`config.mk`:
```
export PLATFORM = sky130hd
export DESIGN_NAME = mia_intack
export DESIGN_NICKNAME = d
export VERILOG_FILES = /design/src/logic/mia_pkg.sv /design/src/logic/mia_req_flags.sv /design/src/logic/mia_arbiter.sv /design/src/logic/mia_intack.sv
export VERILOG_INCLUDE_DIRS = /design/src /design/src/logic
export SDC_FILE = /design/constraint.sdc
export NUM_CORES = 1
export LEC_CHECK = 0
export ABC_CLOCK_PERIOD_IN_PS = 5750
export BUFFER_PORTS_ARGS = -buffer_cell sky130_fd_sc_hd__buf_2
export CORE_MARGIN = 4
export CORE_UTILIZATION = 30
export DETAILED_ROUTE_END_ITERATION = 8
export PLACE_DENSITY = 0.63
export SLEW_MARGIN = 25
export SYNTH_ARGS = -nofsm -noshare
export SYNTH_HDL_FRONTEND = slang
export SYNTH_SLANG_ARGS = --single-unit
```
`constraint.sdc`:
```
create_clock -name sys_clk -period 5.75 [get_ports sys_clk]
set_clock_uncertainty 0.05 [all_clocks]
set_input_delay 1.15 -clock sys_clk [delete_from_list [all_inputs] [get_ports sys_clk]]
set_output_delay 1.15 -clock sys_clk [all_outputs]
set_load 0.1 [all_outputs]
```
`src/logic/mia_map.svh`:
```
// Register offsets, field positions, reset values and timing counts.
`ifndef MIA_MAP_SVH
`define MIA_MAP_SVH
`define MIA_NUM_SRC 8
`define MIA_OFS_REQ 8'h00
`define MIA_OFS_MASK 8'h04
`define MIA_OFS_PRIO 8'h08
`define MIA_OFS_CTRL 8'h0C
`define MIA_OFS_EVT_STAT 8'h10
`define MIA_OFS_EVT_MASK 8'h14
`define MIA_RST_MASK 8'hFF
`define MIA_RST_PRIO 8'hFF
`define MIA_CTRL_IE_BIT 0
`define MIA_CTRL_ISP_BIT 1
`define MIA_PSW_IE_BIT 7
`define MIA_PSW_ISP_BIT 1
`define MIA_EVT_ACCEPT_BIT 0
`define MIA_EVT_RETURN_BIT 1
`define MIA_VEC_BASE 16'h0004
`define MIA_LAT_MIN_HI_CLK 7
`define MIA_LAT_MIN_LO_CLK 8
`endif

```
`src/logic/mia_pkg.sv`:
```
// Types shared by the interrupt acknowledge logic.
package mia_pkg;
  typedef enum logic [2:0] {
    MIA_IDLE,
    MIA_PUSH_PSW,
    MIA_PUSH_PC,
    MIA_PAD
  } mia_state_t;
  typedef logic [7:0] mia_src_t;
  typedef logic [2:0] mia_idx_t;
endpackage : mia_pkg

```
`src/logic/mia_req_flags.sv`:
```
// Per-source sticky request flags.
`timescale 1ns/100ps
`include "mia_map.svh"
module mia_req_flags
  import mia_pkg::*;
(
  input wire logic sys_clk,
  input wire logic srst,
  input wire logic ce,
  input wire mia_src_t setReq,
  input wire mia_src_t clrReq,
  output mia_src_t reqFlag
);
  genvar gi;
  generate
    for (gi = 0; gi < `MIA_NUM_SRC; gi++) begin : g_flag
      // A new event wins over a clear in the same cycle.
      always_ff @(posedge sys_clk) begin
        if (srst) begin
          reqFlag[gi] <= 1'b0;
        end else if (ce) begin
          if (setReq[gi]) begin
            reqFlag[gi] <= 1'b1;
          end else if (clrReq[gi]) begin
            reqFlag[gi] <= 1'b0;
          end
        end
      end
    end
  endgenerate
endmodule : mia_req_flags

```
`src/logic/mia_arbiter.sv`:
```
// Eligibility and priority selection among pending requests.
`timescale 1ns/100ps
`include "mia_map.svh"
module mia_arbiter
  import mia_pkg::*;
(
  input wire mia_src_t reqFlag,
  input wire mia_src_t maskFlag,
  input wire mia_src_t prioFlag,
  input wire logic ispFlag,
  output logic hit,
  output mia_idx_t winIdx,
  output logic winPrio
);
  mia_src_t eligible;
  mia_src_t eligHi;
  mia_src_t eligLo;
  always_comb begin
    eligible = reqFlag & ~maskFlag;
    eligHi = eligible & ~prioFlag;
    eligLo = ispFlag ? (eligible & prioFlag) : 8'h00;
    hit = 1'b0;
    winIdx = 3'h0;
    winPrio = 1'b0;
    // Lower index ranks higher in the fixed default order.
    for (int i = `MIA_NUM_SRC - 1; i >= 0; i--) begin
      if (eligLo[i]) begin
        hit = 1'b1;
        winIdx = i[2:0];
        winPrio = 1'b1;
      end
    end
    for (int i = `MIA_NUM_SRC - 1; i >= 0; i--) begin
      if (eligHi[i]) begin
        hit = 1'b1;
        winIdx = i[2:0];
        winPrio = 1'b0;
      end
    end
  end
endmodule : mia_arbiter

```
`src/logic/mia_intack.sv`:
```
// Maskable interrupt acknowledge controller with Wishbone registers.
`timescale 1ns/100ps
`include "mia_map.svh"

// Overview of operation
// - A request is eligible only while its flag is set and unmasked.
// - Eligible requests are accepted only while global enable is one.
// - While in-service priority flag is zero, low-priority requests wait.
// - High-priority requests branch 7 to 32 clocks after being raised.
// - Low-priority requests branch 8 to 33 clocks after being raised.
// - Acceptance waits while a divide instruction is still running.
// - Among simultaneous requests, the higher priority level wins.
// - On equal level, the lowest source index wins.
// - Requests stay pending and are taken once all conditions hold.
// - On acceptance the status word is pushed first, then the PC.
// - Acceptance clears global enable and copies priority into IN_SERVICE_PRIORITY_FLAG.
// - After stacking, the PC is loaded from the request's vector entry.
// - Return instruction in an idle cycle without acceptance restores enable and IN_SERVICE_PRIORITY_FLAG from the popped word.
module mia_intack
  import mia_pkg::*;
(
  input wire logic sys_clk,
  input wire logic srst,
  input wire logic ce,
  input wire logic wb_cyc_i,
  input wire logic wb_stb_i,
  input wire logic wb_we_i,
  input wire logic [7:0] wb_adr_i,
  input wire logic [3:0] wb_sel_i,
  input wire logic [31:0] wb_dat_i,
  output logic [31:0] wb_dat_o,
  output logic wb_ack_o,
  input wire mia_src_t reqEvent,
  input wire logic cpuBoundary,
  input wire logic divBusy,
  input wire logic retiExec,
  input wire logic [7:0] retiPsw,
  input wire logic [7:0] cpuFlags,
  input wire logic [15:0] pcCurrent,
  output logic cpuHold,
  output logic stackPush,
  output logic [15:0] stackData,
  output logic vecLoad,
  output logic [15:0] vecAddr,
  output logic globalIe,
  output logic ispOut,
  output logic irqOut
);

  // ---------------------------------------------------------------
  // Register state
  // ---------------------------------------------------------------
  mia_src_t reqFlag;
  mia_src_t maskFlag;
  mia_src_t prioFlag;
  logic ie;
  logic in_service_priority_flag;
  logic [1:0] evtStat;
  logic [1:0] evtMask;
  mia_state_t state;
  logic [5:0] latCnt;
  logic [5:0] latTarget;
  mia_idx_t curIdx;
  logic hit;
  mia_idx_t winIdx;
  logic winPrio;
  logic accept;
  logic busWr;
  logic busRd;
  logic [31:0] next_rdData;
  mia_src_t ackClr;
  mia_src_t swClr;
  logic [7:0] pswNow;
  logic [1:0] evtSet;
  logic [1:0] evtClr;
  logic [1:0] next_evtStat;
  logic seqDone;

  assign busWr = wb_cyc_i & wb_stb_i & wb_we_i & wb_ack_o & wb_sel_i[0];
  assign busRd = wb_cyc_i & wb_stb_i & ~wb_ack_o;

  // ---------------------------------------------------------------
  // Request flags and arbitration
  // ---------------------------------------------------------------
  always_comb begin
    ackClr = 8'h00;
    if (accept) begin
      ackClr[winIdx] = 1'b1;
    end
    swClr = 8'h00;
    if (busWr && wb_adr_i == `MIA_OFS_REQ) begin
      swClr = wb_dat_i[7:0];
    end
  end

  mia_req_flags u_flags (
    .sys_clk(sys_clk),
    .srst(srst),
    .ce(ce),
    .setReq(reqEvent),
    .clrReq(ackClr | swClr),
    .reqFlag(reqFlag)
  );

  mia_arbiter u_arb (
    .reqFlag(reqFlag),
    .maskFlag(maskFlag),
    .prioFlag(prioFlag),
    .ispFlag(in_service_priority_flag),
    .hit(hit),
    .winIdx(winIdx),
    .winPrio(winPrio)
  );

  // Pending requests are taken at the first boundary with all conditions.
  assign accept = (state == MIA_IDLE) && hit && ie
    && cpuBoundary && !divBusy;

  always_comb begin
    pswNow = cpuFlags;
    pswNow[`MIA_PSW_IE_BIT] = ie;
    pswNow[`MIA_PSW_ISP_BIT] = in_service_priority_flag;
  end

  // ---------------------------------------------------------------
  // Software-written configuration
  // ---------------------------------------------------------------
  always_ff @(posedge sys_clk) begin
    if (srst) begin
      maskFlag <= `MIA_RST_MASK;
      prioFlag <= `MIA_RST_PRIO;
      evtMask <= 2'h0;
    end else if (ce && busWr) begin
      if (wb_adr_i == `MIA_OFS_MASK) begin
        maskFlag <= wb_dat_i[7:0];
      end
      if (wb_adr_i == `MIA_OFS_PRIO) begin
        prioFlag <= wb_dat_i[7:0];
      end
      if (wb_adr_i == `MIA_OFS_EVT_MASK) begin
        evtMask <= wb_dat_i[1:0];
      end
    end
  end

  // ---------------------------------------------------------------
  // Global enable and in-service priority
  // ---------------------------------------------------------------
  always_ff @(posedge sys_clk) begin
    if (srst) begin
      ie <= 1'b0;
      in_service_priority_flag <= 1'b1;
    end else if (ce) begin
      if (accept) begin
        ie <= 1'b0;
        in_service_priority_flag <= winPrio;
      end else if (retiExec && state == MIA_IDLE) begin
        ie <= retiPsw[`MIA_PSW_IE_BIT];
        in_service_priority_flag <= retiPsw[`MIA_PSW_ISP_BIT];
      end else if (busWr && wb_adr_i == `MIA_OFS_CTRL) begin
        ie <= wb_dat_i[`MIA_CTRL_IE_BIT];
      end
    end
  end

  // ---------------------------------------------------------------
  // Acknowledge sequence
  // ---------------------------------------------------------------
  assign seqDone = (state == MIA_PAD) && (latCnt == latTarget);

  always_ff @(posedge sys_clk) begin
    if (srst) begin
      state <= MIA_IDLE;
    end else if (ce) begin
      case (state)
        MIA_IDLE: begin
          if (accept) begin
            state <= MIA_PUSH_PSW;
          end
        end
        MIA_PUSH_PSW: begin
          state <= MIA_PUSH_PC;
        end
        MIA_PUSH_PC: begin
          state <= MIA_PAD;
        end
        MIA_PAD: begin
          if (seqDone) begin
            state <= MIA_IDLE;
          end
        end
        default: begin
          state <= MIA_IDLE;
        end
      endcase
    end
  end

  // ---------------------------------------------------------------
  // Latency pacing
  // ---------------------------------------------------------------
  always_ff @(posedge sys_clk) begin
    if (srst) begin
      latCnt <= 6'h00;
      latTarget <= 6'h00;
      curIdx <= 3'h0;
    end else if (ce) begin
      if (accept) begin
        latCnt <= 6'h01;
        curIdx <= winIdx;
        latTarget <= winPrio ? 6'(`MIA_LAT_MIN_LO_CLK - 1)
          : 6'(`MIA_LAT_MIN_HI_CLK - 1);
      end else if (state != MIA_IDLE) begin
        latCnt <= latCnt + 6'h01;
      end
    end
  end

  // ---------------------------------------------------------------
  // CPU hold and stacking
  // ---------------------------------------------------------------
  always_ff @(posedge sys_clk) begin
    if (srst) begin
      cpuHold <= 1'b0;
    end else if (ce) begin
      if (accept) begin
        cpuHold <= 1'b1;
      end else if (seqDone) begin
        cpuHold <= 1'b0;
      end
    end
  end

  always_ff @(posedge sys_clk) begin
    if (srst) begin
      stackPush <= 1'b0;
      stackData <= 16'h0000;
    end else if (ce) begin
      stackPush <= accept || (state == MIA_PUSH_PSW);
      if (accept) begin
        stackData <= {8'h00, pswNow};
      end else if (state == MIA_PUSH_PSW) begin
        stackData <= pcCurrent;
      end
    end
  end

  // ---------------------------------------------------------------
  // Vector branch
  // ---------------------------------------------------------------
  always_ff @(posedge sys_clk) begin
    if (srst) begin
      vecLoad <= 1'b0;
      vecAddr <= 16'h0000;
    end else if (ce) begin
      vecLoad <= seqDone;
      if (seqDone) begin
        vecAddr <= `MIA_VEC_BASE + {12'h000, curIdx, 1'b0};
      end
    end
  end

  // ---------------------------------------------------------------
  // Event status and interrupt output
  // ---------------------------------------------------------------
  always_comb begin
    evtSet = 2'h0;
    evtSet[`MIA_EVT_ACCEPT_BIT] = accept;
    evtSet[`MIA_EVT_RETURN_BIT] = retiExec && state == MIA_IDLE && !accept;
    evtClr = 2'h0;
    if (busWr && wb_adr_i == `MIA_OFS_EVT_STAT) begin
      evtClr = wb_dat_i[1:0];
    end
    next_evtStat = evtSet | (evtStat & ~evtClr);
  end

  always_ff @(posedge sys_clk) begin
    if (srst) begin
      evtStat <= 2'h0;
      irqOut <= 1'b0;
    end else if (ce) begin
      evtStat <= next_evtStat;
      irqOut <= |(next_evtStat & evtMask);
    end
  end

  // ---------------------------------------------------------------
  // Enable and priority mirrors
  // ---------------------------------------------------------------
  always_ff @(posedge sys_clk) begin
    if (srst) begin
      globalIe <= 1'b0;
      ispOut <= 1'b1;
    end else if (ce) begin
      globalIe <= ie;
      ispOut <= in_service_priority_flag;
    end
  end

  // ---------------------------------------------------------------
  // Wishbone read data
  // ---------------------------------------------------------------
  always_comb begin
    next_rdData = 32'h0000_0000;
    case (wb_adr_i)
      `MIA_OFS_REQ: begin
        next_rdData[7:0] = reqFlag;
      end
      `MIA_OFS_MASK: begin
        next_rdData[7:0] = maskFlag;
      end
      `MIA_OFS_PRIO: begin
        next_rdData[7:0] = prioFlag;
      end
      `MIA_OFS_CTRL: begin
        next_rdData[`MIA_CTRL_IE_BIT] = ie;
        next_rdData[`MIA_CTRL_ISP_BIT] = in_service_priority_flag;
      end
      `MIA_OFS_EVT_STAT: begin
        next_rdData[1:0] = evtStat;
      end
      `MIA_OFS_EVT_MASK: begin
        next_rdData[1:0] = evtMask;
      end
      default: begin
        next_rdData = 32'h0000_0000;
      end
    endcase
  end

  // ---------------------------------------------------------------
  // Wishbone handshake
  // ---------------------------------------------------------------
  always_ff @(posedge sys_clk) begin
    if (srst) begin
      wb_ack_o <= 1'b0;
    end else if (ce) begin
      wb_ack_o <= busRd;
    end
  end

  always_ff @(posedge sys_clk) begin
    if (srst) begin
      wb_dat_o <= 32'h0000_0000;
    end else if (ce && busRd) begin
      wb_dat_o <= next_rdData;
    end
  end

endmodule : mia_intack

```
After elaboration in Yosys (flattened, before gate mapping)
Index checks and enable logic that the tools add are counted.
W data, S select, Z words.
{ "word_totals": {"input_bits": 93, "reg_bits": 95} }
{ "op_classes": {"magnitude_cmp": 2, "n_bitwise": 16, "n_eq_ne": 11, "n_reduce_logical": 52, "addsub": 2, "muxes": 79} }
{ "ops": {"columns": ["op", "n"], "rows": [
  ["$mux W3", 18],
  ["$mux W1", 49],
  ["$reduce_and A2 Y1", 18],
  ["$mux W16", 2],
  ["$and A8 B8 Y8", 3],
  ["$mux W8", 3],
  ["$reduce_bool A2 Y1", 12],
  ["$pmux W6 S3", 1],
  ["$eq A8 B4 Y1 const B", 2],
  ["$eq A8 B5 Y1 const B", 2],
  ["$not A8 Y8", 2],
  ["$logic_and A1 B1 Y1", 13],
  ["$mux W6", 2],
  ["$pmux W2 S6", 1],
  ["$pmux W3 S4", 1],
  ["$eq A8 B3 Y1 const B", 1],
  ["$logic_not A8 Y1", 1],
  ["$or A8 B8 Y8", 1],
  ["$add A6 B1 Y6 const B", 1],
  ["$eq A3 B2 Y1 const B", 2],
  ["$eq A6 B6 Y1", 1],
  ["$reduce_bool A3 Y1", 2],
  ["$add A3 B4 Y5 const A", 1],
  ["$and A1 B1 Y1", 5],
  ["other kinds (15)", 18]
]} }

Longest topological paths before layout
Gate-level depths: netlist of the first run.
{ "logic_depth": {"ltp_word": 29, "depth_mapped": 8, "mapped_depth_nobuf": 7} }

Cells and area by module
From an unflattened synthesis of the first run, not the netlist that was laid out.
{ "unflattened": {"hier_cells": 496, "area_unflattened_um2": 4319.1} }
{ "by_module_without_submodules": {"columns": ["mod", "cells_each", "seq_area_each_um2", "area_per_inst_um2", "n_inst"], "rows": [
  ["mia_intack", 413, 1401.3, 3649.8, 1],
  ["mia_req_flags", 35, 160.2, 340.3, 1],
  ["mia_arbiter", 48, 0.0, 329.1, 1]
]} }

Worst setup path after synthesis of the first run
Ideal clock, no wire load.
{ "synth_timing": {"path_type": "input port to flip-flop", "start": "input port wb_adr_i[1]", "end": "register maskFlag[0]", "arrival_time_ns": 2.664, "path_buffers": 1, "required_time_ns": 5.580, "path_stages": 7, "setup_ns": 0.120, "setup_slack_ns": 2.917, "cell_sequence": "or4_4 nor3_4 nand3_4 nor2b_4 buf_6 nor2b_1 a211o_1"} }
{ "synth_via": {"elab_chain_len": 2} }
{ "synth_lines": {"columns": ["element", "line_no", "text"], "rows": [
  ["start: declaration", "mia_intack.sv:28", "input wire logic [7:0] wb_adr_i,"],
  ["$eq A8 B3 Y1", null, null],
  ["$reduce_and A2 Y1 (no line)", null, null],
  ["end signal: assignment", "mia_intack.sv:130", "maskFlag <= `MIA_RST_MASK;"],
  ["end signal: assignment", "mia_intack.sv:135", "maskFlag <= wb_dat_i[7:0];"],
  ["end: declaration", "mia_intack.sv:54", "mia_src_t maskFlag;"]
]} }
No other way between the ends.
A chain may end at the register's enable or synchronous reset.

Worst setup path in the final report of the first run
{ "layout_timing": {"start": "input port wb_adr_i[1]", "end": "register maskFlag[4]"} }
Same word-level chain as after synthesis.

==> impl_metrics.env, run 1 <==
export IMPL_grt_pass1_vias=3786
export IMPL_die_w_um=130
export IMPL_drt_pass1_iter_count=4
export IMPL_routabilityCongestion=0.836
export IMPL_via_per_inst=5.11
export IMPL_fin_area_um2=5200
export IMPL_placedCellCount=749
export IMPL_synth_edf_count=0
export IMPL_ctsResizeCount=0
export IMPL_drt_iter0_drc=232
export IMPL_grt_max_degree=82
export IMPL_synth_distinct_cells=65
export IMPL_rsz0062_at_grt="false"
export IMPL_totalWireLength_mm=11.7
export IMPL_synth_area_per_cell_um2=8.97
export IMPL_leakage_uw=0.00218
export IMPL_status="finished, final reports clean"
export IMPL_cp_slowest_cell="or4_4"
export IMPL_worstMarginPinSlew_ns=0.861
export IMPL_die_area_um2=16900
export IMPL_syn2layout_area_growth_pct=16.5
export IMPL_hp_class="reg2reg"
export IMPL_rr_endpoint="stackData[14]"
export IMPL_start_kind="input pin"
export IMPL_final_common_cell="buf_2"
export IMPL_min_period_ns=2.84
export IMPL_cp_num_buf_inv=1
export IMPL_insertion_delay_ns=0.33
export IMPL_fin_ws_ns=2.91
export IMPL_cp_end_kind="flop"
export IMPL_place_hpwl_mm=8.68
export IMPL_hold_viol=0
export IMPL_drive_gt1_share_pct=24.8
export IMPL_ys_ff_latch=78
export IMPL_cts_tree="built"
export IMPL_clk_path_buf_depth=2
export IMPL_vdd_drop_max_v=0.000144
export IMPL_synth_top_area_cell="dfxtp_1"
export IMPL_critPathTopFamily="simple AND/OR/NAND/NOR gates"
export IMPL_place_area_um2=4890
export IMPL_timing_final_crit_share_pct=49.4
export IMPL_cp_max_fo=16
export IMPL_max_slew_margin_rel_pct=42.6
export IMPL_seq_area_frac_synth_pct=35.0
export IMPL_post_cts_setup_buffer_count=0
export IMPL_clock_sinks=78
export IMPL_cts_hold_repair_buffers=0
export IMPL_synth_area_um2=4470
export IMPL_fmax_ghz=0.352
export IMPL_pwr_density_cell_nw_per_um2=260
export IMPL_finalSetupTns_ns=0
export IMPL_fin_nets=675
export IMPL_grt_pass1_wl_mm=18.8
export IMPL_drc=0
export IMPL_fp_coreArea_um2=14500
export IMPL_layout_common_cells="buf_2, dfxtp_1, nand2_1, nor2_1, conb_1"
export IMPL_row_count=44
export IMPL_synth_cells=498
export IMPL_drt_wirelength_per_cell_um=15.3
export IMPL_hold_depth=2
export IMPL_synth_top_area_share_pct=35.0
export IMPL_num_vias=3909
export IMPL_slew_violations=0
export IMPL_pre_cts_slack_ns=2.60
export IMPL_portBuffers=92
export IMPL_r2r_start="in_service_priority_flag"
export IMPL_ant_nets=0
export IMPL_hp_start="wb_dat_o[1]"
export IMPL_fin_cells=765
export IMPL_numCtsBuffers=9
export IMPL_yosys_warnings=0
export IMPL_h_tree_depth=3
export IMPL_min_to="wb_dat_o[1]"
export IMPL_initial_core_util_pct=30.7
export IMPL_clockRootBuffer="clkbuf_16"
export IMPL_critPathMaxStageDelay_ns=0.56
export IMPL_arrival_ns=3.01
export IMPL_crit_type="in2reg"
export IMPL_antenna_found_initial=3
export IMPL_die_h_um=130
export IMPL_path_clk_slew_ns=0.06
export IMPL_finalSetupViolCount=0
export IMPL_antenna_cells=0
export IMPL_synth_area_top_cells="dfxtp_1, buf_4, mux2i_1"
export IMPL_crit_required_ns=5.92
export IMPL_synth_flop_cell="dfxtp_1"
export IMPL_crit_chain="buf_2 -> or4_4 -> nor3_4 -> nand3_4 -> nor2b_4 -> nor2b_1 -> a211o_1"
export IMPL_async_reset_ff_share_pct=0
export IMPL_grtUsageTotal_pct=13.9
export IMPL_grt_ovfl_total=0
export IMPL_rrSetupSlack_ns=3.04
export IMPL_r2r_cells=6
export IMPL_drv_cap=0
export IMPL_io_pins=164
[worst min-delay path, stage by stage (launching register included)]
cell	delay (ns)
dfxtp_1	0.32
nand2_1	0.05
o31ai_1	0.05
[power by group]
part           leakage [uW]  switching (uW)  internal, uW
sequential         0.000633            16.2           551
clock              0.000145             234           350
combinational       0.00140             160          41.4
[through the flow]
step                hold slack (ns)  utilization, %  power [uW]
CTS                           0.406            35.8        1370
finish                        0.404            35.8        1350
global placement              0.391            33.7         778
floorplan                     0.389               -         759
global route                  0.431            35.8        1400
detailed placement            0.392            33.7         780
[worst max-delay path by stage]
stage / from / endpoint / slack, ns / cells past startpoint
after floorplan: wb_adr_i[1] / maskFlag[0] / 2.92 / 7
after global placement: wb_adr_i[1] / maskFlag[6] / 2.63 / 7
after detailed placement: wb_adr_i[1] / prioFlag[6] / 2.60 / 7
after CTS: wb_adr_i[1] / prioFlag[6] / 2.94 / 7
after global routing: ce / wb_dat_o[3] / 2.78 / 4
final: wb_adr_i[1] / maskFlag[4] / 2.91 / 7
[final cells by class]
type	count	area, um^2
Fill cell	1515	9330
Inverter	8	30.0
Clock buffer	10	239
Tap cell	184	230
Clock inverter	6	67.6
Timing Repair Buffer	93	468
Sequential cell	78	1560
Multi-Input combinational cell	386	2610
[state kept, by name, summed over array words and instances (netlist names), 2 cells and up]
register and count:
state 2, latCnt 6, maskFlag 8, vecAddr 4
curIdx 3, wb_dat_o 8, evtMask 2, latTarget 2
prioFlag 8, stackData 16, u_flags.reqFlag 8, evtStat 2
[metal layers]
metal	routed length, um	GRT usage [%]	up-vias	part of all wire (%)
met5	28	0	-	0.24
li1	-	-	1907	-
met3	799	4.87	16	6.8
met1	5050	16.4	1867	43
met4	142	3.12	6	1.2
met2	5710	24.3	113	49
[cells by family after synthesis]
kind of cell | count (synthesis) | synth area share (%)
AND/OR/NAND/NOR | 200 | 26.7
AO/OA/AOI/OAI | 114 | 20.2
flip-flops | 78 | 35.0
buffers and inverters | 69 | 9.64
multiplexers | 29 | 6.56
adder cells (fa/ha/maj) | 6 | 1.68
other | 1 | 0.0840
XOR/XNOR | 1 | 0.196
[Yosys cell counts, drive strengths merged (5+ instances only)]
| library cell | number |
|---|---|
| nor3b | 8 |
| a311oi | 10 |
| a211oi | 5 |
| nand4b | 10 |
| a211o | 20 |
| dfxtp | 78 |
| nand2 | 48 |
| clkbuf | 17 |
| inv | 8 |
| nand4 | 6 |
| a21oi | 18 |
| o22ai | 8 |
| a22o | 9 |
| ha | 6 |
| mux2i | 27 |
| buf | 44 |
| nand3 | 6 |
| nand3b | 9 |
| and4b | 5 |
| a22oi | 10 |
| nor2 | 50 |
| nor3 | 12 |
| nor2b | 24 |
| o21ai | 17 |
No activity file was read; power rests on OpenSTA's default activity.
==> run 2, diff against run 1 <==
--- a/config.mk
+++ b/config.mk
@@ -6,7 +6,7 @@
 export SDC_FILE = /design/constraint.sdc
 export NUM_CORES = 1
 export LEC_CHECK = 0
-export ABC_CLOCK_PERIOD_IN_PS = 5750
+export ABC_CLOCK_PERIOD_IN_PS = 2690
 export BUFFER_PORTS_ARGS = -buffer_cell sky130_fd_sc_hd__buf_2
 export CORE_MARGIN = 4
 export CORE_UTILIZATION = 30
==> constraint.sdc (replaced) <==
create_clock -name sys_clk -period 2.69 [get_ports sys_clk]
set_clock_uncertainty 0.05 [all_clocks]
set_input_delay 0.538 -clock sys_clk [delete_from_list [all_inputs] [get_ports sys_clk]]
set_output_delay 0.538 -clock sys_clk [all_outputs]
set_load 0.1 [all_outputs]
==> impl_metrics.env, run 2 (synthesis results as in run 1) <==
export IMPL_layout_common_cells="buf_2, dfxtp_1, nand2_1, nor2_1, conb_1"
export IMPL_cts_tree="built"
export IMPL_ant_nets=0
export IMPL_place_area_um2=4960
export IMPL_fillers=1511
export IMPL_insertion_delay_ns=0.34
export IMPL_syn2layout_area_growth_pct=17.1
export IMPL_routabilityCongestion=0.845
export IMPL_vdd_drop_max_v=0.000321
export IMPL_crit_type="reg2reg"
export IMPL_cp_end_kind="flop"
export IMPL_rsz0062_at_grt="false"
export IMPL_path_clk_slew_ns=0.06
export IMPL_fin_nets=684
export IMPL_rrSetupSlack_ns=0.36
export IMPL_initial_core_util_pct=30.7
export IMPL_finalSetupViolCount=0
export IMPL_grt_pass1_wl_mm=19.1
export IMPL_finalSetupTns_ns=0
export IMPL_max_slew_margin_rel_pct=61.7
export IMPL_cp_slowest_cell="dfxtp_1"
export IMPL_r2r_start="in_service_priority_flag"
export IMPL_r2r_cells=6
export IMPL_grt_max_degree=42
export IMPL_routed_wl_met3_um=900
export IMPL_drt_pass1_iter_count=4
export IMPL_status="finished, final reports clean"
export IMPL_h_tree_depth=3
export IMPL_clockRootBuffer="clkbuf_16"
export IMPL_drc=0
export IMPL_die_area_um2=16900
export IMPL_totalWireLength_mm=11.8
export IMPL_min_to="maskFlag[7]"
export IMPL_num_vias=3921
export IMPL_place_hpwl_mm=9.01
export IMPL_drive_gt1_share_pct=25.6
export IMPL_drt_iter0_drc=180
export IMPL_worstMarginPinSlew_ns=0.570
export IMPL_hold_viol=0
export IMPL_top_register="stackData"
export IMPL_cp_max_fo=15
export IMPL_die_h_um=130
export IMPL_fmax_ghz=0.429
export IMPL_timing_final_crit_share_pct=86.7
export IMPL_critPathMaxStageDelay_ns=0.59
export IMPL_leakage_uw=0.00221
export IMPL_slew_violations=0
export IMPL_dr_wl_met2_mm=5.73
export IMPL_hold_depth=2
export IMPL_rr_endpoint="stackData[4]"
export IMPL_antenna_cells=0
export IMPL_hp_class="in2reg"
export IMPL_ctsResizeCount=0
export IMPL_grt_ovfl_total=0
export IMPL_hp_start="wb_dat_i[7]"
export IMPL_grtUsageTotal_pct=14.2
export IMPL_grt_pass1_vias=3896
export IMPL_fp_coreArea_um2=14500
export IMPL_arrival_ns=2.54
export IMPL_drt_wirelength_per_cell_um=15.3
export IMPL_via_per_inst=5.07
export IMPL_io_pins=164
export IMPL_die_w_um=130
export IMPL_cts_hold_repair_buffers=0
export IMPL_drv_cap=0
export IMPL_fin_area_um2=5230
export IMPL_start_kind="flop"
export IMPL_min_period_ns=2.33
export IMPL_portBuffers=92
export IMPL_clk_path_buf_depth=2
export IMPL_final_common_cell="buf_2"
export IMPL_numCtsBuffers=9
export IMPL_largest_reg_flops=16
export IMPL_top_layer="met5"
export IMPL_pwr_density_cell_nw_per_um2=530
export IMPL_crit_required_ns=2.90
export IMPL_clock_sinks=78
export IMPL_post_cts_setup_buffer_count=0
export IMPL_crit_chain="nand4b_1 -> and4_4 -> a41oi_4 -> o21a_4 -> nor2_1 -> a311oi_2"
export IMPL_antenna_found_initial=3
export IMPL_row_count=44
export IMPL_m1WireLength_mm=4.94
==> run 2: cell types whose count changed in the layout (fill, tap and decap cells not counted) <==
cell,delta
buf_4,+9
clkinv_2,+2
bufinv_16,-1
clkbuf_1,+2
inv_6,-2
clkinvlp_4,-1
==> run 2: area by class of cell <==
type | instances | area, um^2 | share of cell area, %
Clock inverter | 4 | 22.5 | 0.431
Tap cell | 184 | 230 | 4.40
Timing Repair Buffer | 102 | 536 | 10.2
Inverter | 8 | 30.0 | 0.574
Sequential cell | 78 | 1560 | 29.8
Multi-Input combinational cell | 386 | 2610 | 49.8
Clock buffer | 12 | 246 | 4.71
==> run 2: where the power goes <==
part | leakage, uW | internal (uW) | total [uW] | switching [uW]
Clock | 0.000132 | 646 | 1120 | 478
Sequential | 0.000633 | 1180 | 1210 | 32.3
Combinational | 0.00145 | 93.0 | 437 | 344
Total | 0.00221 | 1920 | 2770 | 854
==> run 2: per-stage QoR <==
| step | worst slack [ns] | std cells | util (%) | hold slack [ns] | power, uW |
|---|---|---|---|---|---|
| after floorplan | 0.340 | 533 | - | 0.389 | 1620 |
| after global placement | 0.211 | 758 | 34.1 | 0.389 | 1670 |
| after detailed placement | 0.173 | 758 | 34.1 | 0.402 | 1670 |
| after CTS | 0.351 | 774 | 36.0 | 0.370 | 2800 |
| after global routing | 0.182 | 774 | 36.0 | 0.391 | 2870 |
| final | 0.358 | 774 | 36.0 | 0.385 | 2770 |
==> run 2: worst max path at each step <==
stage | start | slack [ns] | depth (start not counted) | end
finish | in_service_priority_flag | 0.36 | 6 | stackData[4]
global route | in_service_priority_flag | 0.18 | 6 | stackData[2]
CTS | in_service_priority_flag | 0.35 | 6 | stackData[4]
detailed placement | wb_adr_i[1] | 0.17 | 7 | prioFlag[1]
global placement | wb_adr_i[1] | 0.21 | 7 | prioFlag[6]
floorplan | wb_ack_o | 0.34 | 7 | maskFlag[0]
==> run 2: metal layers <==
layer | GRT usage [%] | vias to the layer above
met5 | 0 | -
met4 | 3.79 | 6
met3 | 6.18 | 25
met2 | 23.8 | 113
met1 | 16.7 | 1865
li1 | - | 1912
==> run 2: worst max-delay path, delay by kind of cell, from the launching register on <==
| kind | cells | cell delay (ns) |
|---|---|---|
| flip-flops | 1 | 0.59 |
| AO/OA/AOI/OAI | 3 | 1.00 |
| AND/OR/NAND/NOR | 3 | 0.60 |
